<file path="src/adc_scan_params.svh">
// Constants of the scan-select and pin-mode register block.
// Assumes inclusion by bare name from the package and design files.
// Contract
// - Set scan bit includes input; clear skips
// - High scan register bit n is input n+16
// - Low scan register bit n is input n
// - All scan bits writable; absent input converts reference
// - Mode bit one: digital, read enabled, ground
// - Mode bit zero: analog, read disabled, sample
// - Mode bits always read/write; absent inputs ignored
// - High mode register only on first converter
// - High mode bit n maps input n+16
// - Both low mode registers affect shared pins
// - All bits reset to zero, pins analog
// - Scan registers are full sixteen-bit read/write
// - Second converter scans only inputs 0 to 15
`ifndef ADC_SCAN_PARAMS_SVH
`define ADC_SCAN_PARAMS_SVH

`define ADDR_W        4
`define DATA_W        16
`define NUM_INPUTS    32
`define NUM_LOW       16
`define CHAN_W        5
`define LOW_CHAN_W    4

// Register indices on the plain register port
`define OFS_SCAN1_LO  4'h0
`define OFS_SCAN1_HI  4'h1
`define OFS_SCAN2_LO  4'h2
`define OFS_SCAN2_HI  4'h3
`define OFS_MODE1_LO  4'h4
`define OFS_MODE1_HI  4'h5
`define OFS_MODE2_LO  4'h6
`define OFS_CTRL      4'h7
`define OFS_EFF_LO    4'h8
`define OFS_EFF_HI    4'h9
`define OFS_STATUS    4'ha

`define REG_RESET     16'h0000
`define PINS_RESET    32'h0000_0000
`define CTRL_EN1_BIT  0
`define CTRL_EN2_BIT  1
`define CTRL_W        2
// Status layout: channel 1 in [4:0], channel 2 in [11:8]
`define STS_CH1_LSB   0
`define STS_CH2_LSB   8
`define STS_ACT1_BIT  5
`define STS_ACT2_BIT  13
// Inputs bonded out on this part; value is arbitrary
`define PRESENT_MASK  32'h00ff_ffff

`endif

</file>
<file path="src/adc_scan_pkg.sv">
// Types shared by the scan-select and pin-mode block.
// Assumes the constants header is on the include path.
`include "adc_scan_params.svh"

package adc_scan_pkg;

  typedef enum logic {
    SCAN_IDLE,
    SCAN_RUN
  } scan_state_t;

  // What one converter's input multiplexer is told to do
  typedef struct packed {
    logic                  active;
    logic [`CHAN_W-1:0]    chan;
    logic                  low_ref;
    logic                  ground;
    logic                  wrap;
  } mux_sel_t;

endpackage

</file>
<file path="src/adc_scan_and_pin_config.sv">
// Scan-select masks, pin-mode masks and per-converter input steering.
// Assumes a plain register port on mclk and done pulses from the
// conversion sequencer on the same clock.
`timescale 1ns/1ps
`default_nettype none
`include "adc_scan_params.svh"

module adc_scan_and_pin_config (
  input  wire logic                   mclk,
  input  wire logic                   rst,
  input  wire logic [`ADDR_W-1:0]     addr,
  input  wire logic [`DATA_W-1:0]     wdata,
  input  wire logic                   wr,
  input  wire logic                   rd,
  output logic      [`DATA_W-1:0]     rdata_q,
  input  wire logic                   conv1_done,
  input  wire logic                   conv2_done,
  output adc_scan_pkg::mux_sel_t      conv1_sel_q,
  output adc_scan_pkg::mux_sel_t      conv2_sel_q,
  output logic      [`NUM_INPUTS-1:0] pin_digital_q,
  output logic      [`NUM_INPUTS-1:0] port_read_en_q
);

  ////////////////////////////////////////////////////////////////////////
  // Software-visible registers
  logic [`DATA_W-1:0] scan1_lo_q, scan1_lo_d;
  logic [`DATA_W-1:0] scan1_hi_q, scan1_hi_d;
  logic [`DATA_W-1:0] scan2_lo_q, scan2_lo_d;
  logic [`DATA_W-1:0] scan2_hi_q, scan2_hi_d;
  logic [`DATA_W-1:0] mode1_lo_q, mode1_lo_d;
  logic [`DATA_W-1:0] mode1_hi_q, mode1_hi_d;
  logic [`DATA_W-1:0] mode2_lo_q, mode2_lo_d;
  logic [`CTRL_W-1:0] ctrl_q,     ctrl_d;

  // Derived masks
  logic [`NUM_INPUTS-1:0] scan1_mask;
  logic [`NUM_LOW-1:0]    scan2_mask;
  logic [`NUM_INPUTS-1:0] mode1_mask;
  logic [`NUM_INPUTS-1:0] mode2_mask;
  logic [`NUM_INPUTS-1:0] present;
  logic [`NUM_INPUTS-1:0] digital_d;

  // Walker state
  logic [`CHAN_W-1:0]     w1_chan;
  logic                   w1_active;
  logic                   w1_wrap;
  logic [`LOW_CHAN_W-1:0] w2_chan;
  logic                   w2_active;
  logic                   w2_wrap;

  adc_scan_pkg::mux_sel_t conv1_sel_d;
  adc_scan_pkg::mux_sel_t conv2_sel_d;
  logic [`DATA_W-1:0]     rdata_d;
  logic [`DATA_W-1:0]     status;

  ////////////////////////////////////////////////////////////////////////
  // Register writes: every bit stored whatever the package bonds out
  always_comb begin
    scan1_lo_d = scan1_lo_q;
    scan1_hi_d = scan1_hi_q;
    scan2_lo_d = scan2_lo_q;
    scan2_hi_d = scan2_hi_q;
    mode1_lo_d = mode1_lo_q;
    mode1_hi_d = mode1_hi_q;
    mode2_lo_d = mode2_lo_q;
    ctrl_d     = ctrl_q;
    if (wr) begin
      case (addr)
        `OFS_SCAN1_LO: begin
          scan1_lo_d = wdata;
        end
        `OFS_SCAN1_HI: begin
          scan1_hi_d = wdata;
        end
        `OFS_SCAN2_LO: begin
          scan2_lo_d = wdata;
        end
        `OFS_SCAN2_HI: begin
          scan2_hi_d = wdata;
        end
        `OFS_MODE1_LO: begin
          mode1_lo_d = wdata;
        end
        `OFS_MODE1_HI: begin
          mode1_hi_d = wdata;
        end
        `OFS_MODE2_LO: begin
          mode2_lo_d = wdata;
        end
        `OFS_CTRL: begin
          ctrl_d = wdata[`CTRL_W-1:0];
        end
        default: begin
          ctrl_d = ctrl_q;
        end
      endcase
    end
  end

  always_ff @(posedge mclk) begin
    if (rst) begin
      scan1_lo_q <= `REG_RESET;
      scan1_hi_q <= `REG_RESET;
      scan2_lo_q <= `REG_RESET;
      scan2_hi_q <= `REG_RESET;
      mode1_lo_q <= `REG_RESET;
      mode1_hi_q <= `REG_RESET;
      mode2_lo_q <= `REG_RESET;
      ctrl_q     <= '0;
    end else begin
      scan1_lo_q <= scan1_lo_d;
      scan1_hi_q <= scan1_hi_d;
      scan2_lo_q <= scan2_lo_d;
      scan2_hi_q <= scan2_hi_d;
      mode1_lo_q <= mode1_lo_d;
      mode1_hi_q <= mode1_hi_d;
      mode2_lo_q <= mode2_lo_d;
      ctrl_q     <= ctrl_d;
    end
  end

  ////////////////////////////////////////////////////////////////////////
  // Mask assembly
  always_comb begin
    present    = `PRESENT_MASK;
    scan1_mask = {scan1_hi_q, scan1_lo_q};
    // Upper selections of the second converter are stored but never
    // reach its walker, which only spans the shared low inputs.
    scan2_mask = scan2_lo_q;
    mode1_mask = {mode1_hi_q, mode1_lo_q};
    // No upper mode register exists for the second converter
    mode2_mask = {{`NUM_LOW{1'b0}}, mode2_lo_q};
  end

  // A shared low pin turns digital if either converter asks for it;
  // absent inputs have no pin, so their bits change nothing.
  always_comb begin
    digital_d = (mode1_mask | mode2_mask) & present;
  end

  always_ff @(posedge mclk) begin
    if (rst) begin
      pin_digital_q  <= `PINS_RESET;
      port_read_en_q <= `PINS_RESET;
    end else begin
      pin_digital_q  <= digital_d;
      port_read_en_q <= digital_d;
    end
  end

  ////////////////////////////////////////////////////////////////////////
  // Scan walkers
  scan_walker #(
    .N  (`NUM_INPUTS),
    .CW (`CHAN_W)
  ) walk1 (
    .mclk     (mclk),
    .rst      (rst),
    .enable   (ctrl_q[`CTRL_EN1_BIT]),
    .advance  (conv1_done),
    .mask     (scan1_mask),
    .chan_q   (w1_chan),
    .active_q (w1_active),
    .wrap_q   (w1_wrap)
  );

  scan_walker #(
    .N  (`NUM_LOW),
    .CW (`LOW_CHAN_W)
  ) walk2 (
    .mclk     (mclk),
    .rst      (rst),
    .enable   (ctrl_q[`CTRL_EN2_BIT]),
    .advance  (conv2_done),
    .mask     (scan2_mask),
    .chan_q   (w2_chan),
    .active_q (w2_active),
    .wrap_q   (w2_wrap)
  );

  ////////////////////////////////////////////////////////////////////////
  // Multiplexer steering: absent input converts the low reference,
  // an input whose mode bit for that converter is set sees analog ground instead of its pin.
  always_comb begin
    conv1_sel_d         = '0;
    conv1_sel_d.active  = w1_active;
    conv1_sel_d.chan    = w1_chan;
    conv1_sel_d.wrap    = w1_wrap;
    conv1_sel_d.low_ref = w1_active && !present[w1_chan];
    conv1_sel_d.ground  = w1_active && present[w1_chan]
                          && mode1_mask[w1_chan];
  end

  always_comb begin
    conv2_sel_d         = '0;
    conv2_sel_d.active  = w2_active;
    conv2_sel_d.chan    = {1'b0, w2_chan};
    conv2_sel_d.wrap    = w2_wrap;
    conv2_sel_d.low_ref = w2_active
                          && !present[{1'b0, w2_chan}];
    conv2_sel_d.ground  = w2_active && present[{1'b0, w2_chan}]
                          && mode2_mask[{1'b0, w2_chan}];
  end

  always_ff @(posedge mclk) begin
    if (rst) begin
      conv1_sel_q <= '0;
      conv2_sel_q <= '0;
    end else begin
      conv1_sel_q <= conv1_sel_d;
      conv2_sel_q <= conv2_sel_d;
    end
  end

  ////////////////////////////////////////////////////////////////////////
  // Read path: data one cycle after the strobe, zero when idle
  always_comb begin
    status = '0;
    status[`STS_CH1_LSB +: `CHAN_W]     = w1_chan;
    status[`STS_ACT1_BIT]               = w1_active;
    status[`STS_CH2_LSB +: `LOW_CHAN_W] = w2_chan;
    status[`STS_ACT2_BIT]               = w2_active;
  end

  always_comb begin
    rdata_d = '0;
    if (rd) begin
      case (addr)
        `OFS_SCAN1_LO: begin
          rdata_d = scan1_lo_q;
        end
        `OFS_SCAN1_HI: begin
          rdata_d = scan1_hi_q;
        end
        `OFS_SCAN2_LO: begin
          rdata_d = scan2_lo_q;
        end
        `OFS_SCAN2_HI: begin
          rdata_d = scan2_hi_q;
        end
        `OFS_MODE1_LO: begin
          rdata_d = mode1_lo_q;
        end
        `OFS_MODE1_HI: begin
          rdata_d = mode1_hi_q;
        end
        `OFS_MODE2_LO: begin
          rdata_d = mode2_lo_q;
        end
        `OFS_CTRL: begin
          rdata_d = {{(`DATA_W-`CTRL_W){1'b0}}, ctrl_q};
        end
        `OFS_EFF_LO: begin
          rdata_d = pin_digital_q[`NUM_LOW-1:0];
        end
        `OFS_EFF_HI: begin
          rdata_d = pin_digital_q[`NUM_INPUTS-1:`NUM_LOW];
        end
        `OFS_STATUS: begin
          rdata_d = status;
        end
        default: begin
          rdata_d = '0;
        end
      endcase
    end
  end

  always_ff @(posedge mclk) begin
    if (rst) begin
      rdata_q <= '0;
    end else begin
      rdata_q <= rdata_d;
    end
  end

endmodule

`default_nettype wire

</file>
<file path="src/scan_walker.sv">
// Walks the selected inputs of one converter in ascending order.
// Assumes advance is a one-cycle pulse on the same clock.
`timescale 1ns/1ps
`default_nettype none

module scan_walker #(
  parameter int N  = 32,
  parameter int CW = 5
) (
  input  wire logic          mclk,
  input  wire logic          rst,
  input  wire logic          enable,
  input  wire logic          advance,
  input  wire logic [N-1:0]  mask,
  output logic      [CW-1:0] chan_q,
  output logic               active_q,
  output logic               wrap_q
);

  adc_scan_pkg::scan_state_t state_q, state_d;
  logic [CW-1:0] chan_d;
  logic          active_d;
  logic          wrap_d;

  function automatic logic [CW-1:0] first_set(input logic [N-1:0] m);
    logic [CW-1:0] r;
    r = '0;
    for (int i = N - 1; i >= 0; i--) begin
      if (m[i]) begin
        r = CW'(i);
      end
    end
    return r;
  endfunction

  // Next selected input above cur, wrapping past the top
  function automatic logic [CW-1:0] next_set(input logic [N-1:0] m,
                                             input logic [CW-1:0] cur);
    logic [CW-1:0] r;
    logic          found;
    int            idx;
    r = cur;
    found = 1'b0;
    idx = 0;
    for (int k = 1; k <= N; k++) begin
      idx = (int'(cur) + k) % N;
      if (!found && m[idx]) begin
        r = CW'(idx);
        found = 1'b1;
      end
    end
    return r;
  endfunction

  ////////////////////////////////////////////////////////////////////////
  always_comb begin
    state_d  = state_q;
    chan_d   = chan_q;
    active_d = active_q;
    wrap_d   = 1'b0;
    case (state_q)
      adc_scan_pkg::SCAN_IDLE: begin
        if (enable && (|mask)) begin
          chan_d   = first_set(mask);
          active_d = 1'b1;
          state_d  = adc_scan_pkg::SCAN_RUN;
        end
      end
      adc_scan_pkg::SCAN_RUN: begin
        if (!enable || !(|mask)) begin
          active_d = 1'b0;
          state_d  = adc_scan_pkg::SCAN_IDLE;
        end else if (advance) begin
          chan_d = next_set(mask, chan_q);
          wrap_d = (next_set(mask, chan_q) <= chan_q);
        end
      end
      default: begin
        state_d  = adc_scan_pkg::SCAN_IDLE;
        active_d = 1'b0;
      end
    endcase
  end

  always_ff @(posedge mclk) begin
    if (rst) begin
      state_q  <= adc_scan_pkg::SCAN_IDLE;
      chan_q   <= '0;
      active_q <= 1'b0;
      wrap_q   <= 1'b0;
    end else begin
      state_q  <= state_d;
      chan_q   <= chan_d;
      active_q <= active_d;
      wrap_q   <= wrap_d;
    end
  end

endmodule

`default_nettype wire

</file>
<file path="config.mk">
export PLATFORM = sky130hd
export DESIGN_NAME = adc_scan_and_pin_config
export DESIGN_NICKNAME = d
export VERILOG_FILES = /design/src/adc_scan_pkg.sv /design/src/adc_scan_and_pin_config.sv /design/src/scan_walker.sv
export VERILOG_INCLUDE_DIRS = /design/src /design/src/src
export SDC_FILE = /design/constraint.sdc
export NUM_CORES = 1
export LEC_CHECK = 0
export ABC_CLOCK_PERIOD_IN_PS = 15600
export BUFFER_PORTS_ARGS = -buffer_cell sky130_fd_sc_hd__buf_4
export CAP_MARGIN = 5
export CORE_AREA = 5 5 207 169
export DETAILED_ROUTE_END_ITERATION = 6
export DIE_AREA = 0 0 212 174
export GPL_TIMING_DRIVEN = 0
export HOLD_SLACK_MARGIN = 0.02
export PLACE_DENSITY = 0.73
export RECOVER_POWER = 25
export SYNTH_ARGS = -nofsm -noshare
export SYNTH_HDL_FRONTEND = slang
export SYNTH_HIERARCHICAL = 1
export SYNTH_SLANG_ARGS = --single-unit
</file>
<file path="constraint.sdc">
create_clock -name mclk -period 15.6 [get_ports mclk]
set_clock_uncertainty 0.1 [all_clocks]
set_input_delay 0 -clock mclk [delete_from_list [all_inputs] [get_ports mclk]]
set_output_delay 0 -clock mclk [all_outputs]
set_load 0.05 [all_outputs]
</file>
==> key figures <==
Status
  • Status: finished, final reports clean

Global routing
  • All-Layer GR Usage: 0.396
  • Antenna violations before repair: 1
  • Via count of the first global-routing pass: 17,400
  • Largest net degree at the start of global routing: 17
  • Final global-route overflow total: 0
  • Wire length of the first global-routing pass: around 110,000 um

Critical path
  • Flop2flop setup slack: roughly 5800 ps
  • Worst setup SP type: flop
  • Data arrival time of the worst path: 10,060 ps
  • Worst reg2reg path startpoint: walk1/chan_q[1]
  • Critical path fanouts, max: 14
  • Critical path required time: 15,860 ps
  • Worst r2r path cells: 27
  • Endpoint of the worst register-to-register path: walk1/wrap_q
  • Critical path class: reg -> reg
  • Critical Path End Type: flop

Power
  • Worst VDD drop: about 0.092 mV
  • Total power after layout: 1150 uW
  • Total power per unit cell area: 58.4 mW/mm^2
  • LEAKAGE: 0.00702 uW

Drt
  • Vias after detailed routing: 19,300
  • Via-per-instance ratio: 7.10
  • Detail Route met3 WL: ~14,000 um
  • Met1 wire length: 29,800 um
  • Count of nets left with antenna violations after detail routing: 0
  • Top routing layer used: met4
  • DRT Pass-1 Iters: 7
  • DRC violation count after routing: 0
  • Wirelength, routed: ~76,000 um
  • Routed length per placed instance: between 20 and 30 um
  • Met2 wire length: 30,500 um
  • Number of DRC violations after detailed-routing iteration 0: between 3,000 and 4,000

Place
  • IO Port Bufs: slightly above 100
  • Cells after DPL: 2,659
  • DP Area: 0.0191 mm^2
  • Sum of net half-perimeters after detailed placement: about 59,000 um
  • Setup slack after placement: ~6300 ps
  • Final weighted congestion of routability-driven global placement: 1.07

Final layout
  • Count of non-filler cells in the finished layout: between 2,000 and 3,000
  • Share of cells above drive strength 1: 0.169
  • Final Instance Area: 0.0197 mm^2
  • Area added between synthesis and finish: 11.1%
  • Net count, final: 2,329

Die
  • Core area: 0.0330 mm^2
  • Total I/O pin count: 124
  • Starting density of the core: 0.537
  • Row Count: 60
  • Horizontal die dimension: 212 um
  • Die footprint: ~0.037 mm^2
  • Height of the die: 174 um

Clock network
  • Count of H-tree levels built during CTS: 4
  • Clk Latency, worst-skew pair: about 440 ps
  • Clock-pin slew on the worst setup and hold paths: 70 ps
  • Clock tree root driver cell: sky130_fd_sc_hd__clkbuf_16
  • Buffers inserted during post-CTS setup optimization: 0
  • PostCTS Resize Cnt: 0
  • Maximum root-to-sink buffer count: 2
  • Cts-stage hold buffer count: 21
  • Number of buffers created by CTS: 17
  • Number of clock sinks: 185
  • TritonCTS clock tree: built

Synthesis
  • Post-synth ARST share: 0
  • Yosys warnings: 6
  • Area of the mapped netlist: 0.0177 mm^2
  • Syn Inst Count: 2,105
  • Count of flip-flops with a built-in enable after synthesis: 0
  • Sequential-to-total area share from yosys stat: 0.209
  • Average cell area after synthesis: roughly 8.4 um^2
  • Top FF cell, synth: sky130_fd_sc_hd__dfxtp_1
  • Total of flip-flops plus latches after synthesis: 185
  • Distinct cells, synth: 106

Timing
  • Unrepaired setup endpoints after global routing: no
  • Final worst path period need: ~9800 ps
  • Max-Slew Margin vs Limit: 0.0974
  • Worst-Margin Slew: 1350 ps
  • Number of pins exceeding their max-slew limit in the final report: 0
  • Final Hold Violating Endpoints: 0
  • Final cycle utilization of the critical path: 0.628
  • Maximum achievable frequency: between 100 and 150 MHz
  • Endpoints failing setup: 0
  • Worst Slack Setup Final: 5800 ps
  • Final setup TNS: 0 ps

Run
  • Maximum capacitance violations: 0

Worst hold path
  • Min-Delay Path Class: in -> reg
  • Depth of the worst hold-timing path: 5
  • Startpoint of the tightest hold check path: wr
  • End point of the worst hold path: scan1_hi_q[4]
## sequential cells by signal, summed over array words and instances, names as in the netlist
| name | flops |
|---|---|
| conv2_sel_q | 7 |
| walk1/active_q | 1 |
| scan1_hi_q | 16 |
| walk2/active_q | 1 |
| port_read_en_q | 24 |
| rdata_q | 16 |
| scan2_lo_q | 16 |
| walk1/state_q | 1 |
| mode1_lo_q | 16 |
| mode2_lo_q | 16 |
| walk2/state_q | 1 |
| walk1/chan_q | 5 |
| walk2/chan_q | 4 |
| ctrl_q | 2 |
| scan1_lo_q | 16 |
| scan2_hi_q | 16 |
| conv1_sel_q | 9 |
| mode1_hi_q | 16 |
| walk1/wrap_q | 1 |
| walk2/wrap_q | 1 |
## critical path: stages, from the launching register on
cell,delay (ps)
sky130_fd_sc_hd__dfxtp_1,450
sky130_fd_sc_hd__buf_2,290
sky130_fd_sc_hd__inv_1,180
sky130_fd_sc_hd__buf_1,450
sky130_fd_sc_hd__buf_1,640
sky130_fd_sc_hd__clkbuf_1,920
sky130_fd_sc_hd__ha_1,230
sky130_fd_sc_hd__buf_2,330
sky130_fd_sc_hd__clkbuf_1,600
sky130_fd_sc_hd__mux4_2,550
sky130_fd_sc_hd__mux4_2,580
sky130_fd_sc_hd__mux2i_2,370
sky130_fd_sc_hd__nand3_1,420
sky130_fd_sc_hd__nor3_1,570
sky130_fd_sc_hd__clkbuf_1,450
sky130_fd_sc_hd__nand3_1,180
sky130_fd_sc_hd__o221a_1,280
sky130_fd_sc_hd__o22ai_1,160
sky130_fd_sc_hd__a21oi_1,90
sky130_fd_sc_hd__nor4_1,490
sky130_fd_sc_hd__o21ai_0,240
sky130_fd_sc_hd__ha_1,340
sky130_fd_sc_hd__o21a_1,120
sky130_fd_sc_hd__o21ai_0,190
sky130_fd_sc_hd__nand2b_1,80
sky130_fd_sc_hd__a21oi_1,150
sky130_fd_sc_hd__a31oi_1,70
sky130_fd_sc_hd__nor3_1,180
## synth_stat cells (all sizes together), types with 9 or more instances
cell / n / area (um^2)
nand2: 343 / 1290
a21oi: 211 / 1060
dfxtp: 185 / 3700
nor2: 141 / 532
mux4: 133 / 3000
buf: 114 / 789
mux2i: 87 / 903
clkbuf: 84 / 317
o21ai: 72 / 364
inv: 49 / 184
mux2: 44 / 495
a22oi: 43 / 323
nand3: 42 / 215
ha: 38 / 475
nor3: 38 / 206
nor2b: 35 / 219
xnor2: 34 / 313
a211oi: 28 / 210
and2: 28 / 175
a31oi: 23 / 144
and3: 23 / 144
a221oi: 21 / 190
nand2b: 20 / 125
o211ai: 18 / 140
nor4: 16 / 128
a22o: 14 / 123
nand4: 13 / 81.3
a21boi: 12 / 90.1
a222oi: 11 / 110
o22ai: 11 / 68.8
o31ai: 11 / 82.6
or2: 9 / 56.3
xor2: 9 / 97.6
## power by group
group          internal, uW  total, uW  switching (uW)
registers               477        485            8.47
logic                  73.1        214             141
clock network           256        448             192
total                   806       1150             342
## through the flow
stage | utilization | hold WS [ps]
final | 0.596 | 43.3
after global routing | 0.596 | 35.9
after CTS | 0.604 | 31.2
after detailed placement | 0.579 | 165
after global placement | 0.579 | 159
after floorplan | - | -31.1
## cell type report
class                           count  area [um^2]
Buffer                            198         1110
Clock buffer                       21          440
Tap cell                          434          543
Antenna cell                        1         2.50
Multi-Input combinational cell   1687        12800
Sequential cell                   185         3700
Fill cell                        2969        13300
Inverter                           52          195
Timing Repair Buffer              124          736
Clock inverter                     11          161
## worst max-delay path by stage
stage / endpoint / startpoint / slack [ps]
after CTS: walk1/wrap_q / walk1/chan_q[1] / 6280
final: walk1/wrap_q / walk1/chan_q[1] / 5800
after floorplan: walk1/wrap_q / walk1/chan_q[1] / 8590
after global placement: walk1/wrap_q / walk1/chan_q[1] / 6310
after detailed placement: walk1/wrap_q / walk1/chan_q[1] / 6330
after global routing: walk1/wrap_q / walk1/chan_q[1] / 5380
## metal layers
| metal | vias to the layer above | track usage |
|---|---|---|
| met1 | 9240 | 0.576 |
| met4 | 0 | 0.0711 |
| li1 | 8160 | - |
| met2 | 1652 | 0.542 |
| met5 | - | 0 |
| met3 | 209 | 0.185 |
## cell usage in the layout, fill, tap and decap left out, types with 35 or more instances in the layout
cell type and count:
sky130_fd_sc_hd__mux4_2 132, sky130_fd_sc_hd__ha_1 38, sky130_fd_sc_hd__dfxtp_1 185, sky130_fd_sc_hd__nor2b_1 35, sky130_fd_sc_hd__o21ai_0 65, sky130_fd_sc_hd__mux2i_1 83, sky130_fd_sc_hd__nand3_1 41, sky130_fd_sc_hd__nor3_1 36
sky130_fd_sc_hd__inv_1 47, sky130_fd_sc_hd__nor2_1 140, sky130_fd_sc_hd__a21oi_1 209, sky130_fd_sc_hd__a22oi_1 43, sky130_fd_sc_hd__nand2_1 343, sky130_fd_sc_hd__buf_4 90, sky130_fd_sc_hd__clkbuf_1 153, sky130_fd_sc_hd__mux2_2 42
## cell families (layout without fill, tap and decap cells)
group	Yosys count	after routing	synth area share
AOI/OAI and AO/OA	575	575	0.215
and+or+nand+nor	749	749	0.203
DFF	185	185	0.209
adders and majority gates	38	38	0.0269
other	1	19	0.000212
muxes	264	264	0.249
buffers and inverters	250	406	0.0736
xor gates and xnor gates	43	43	0.0232
Note: power is estimated with default switching activity, not from simulation.
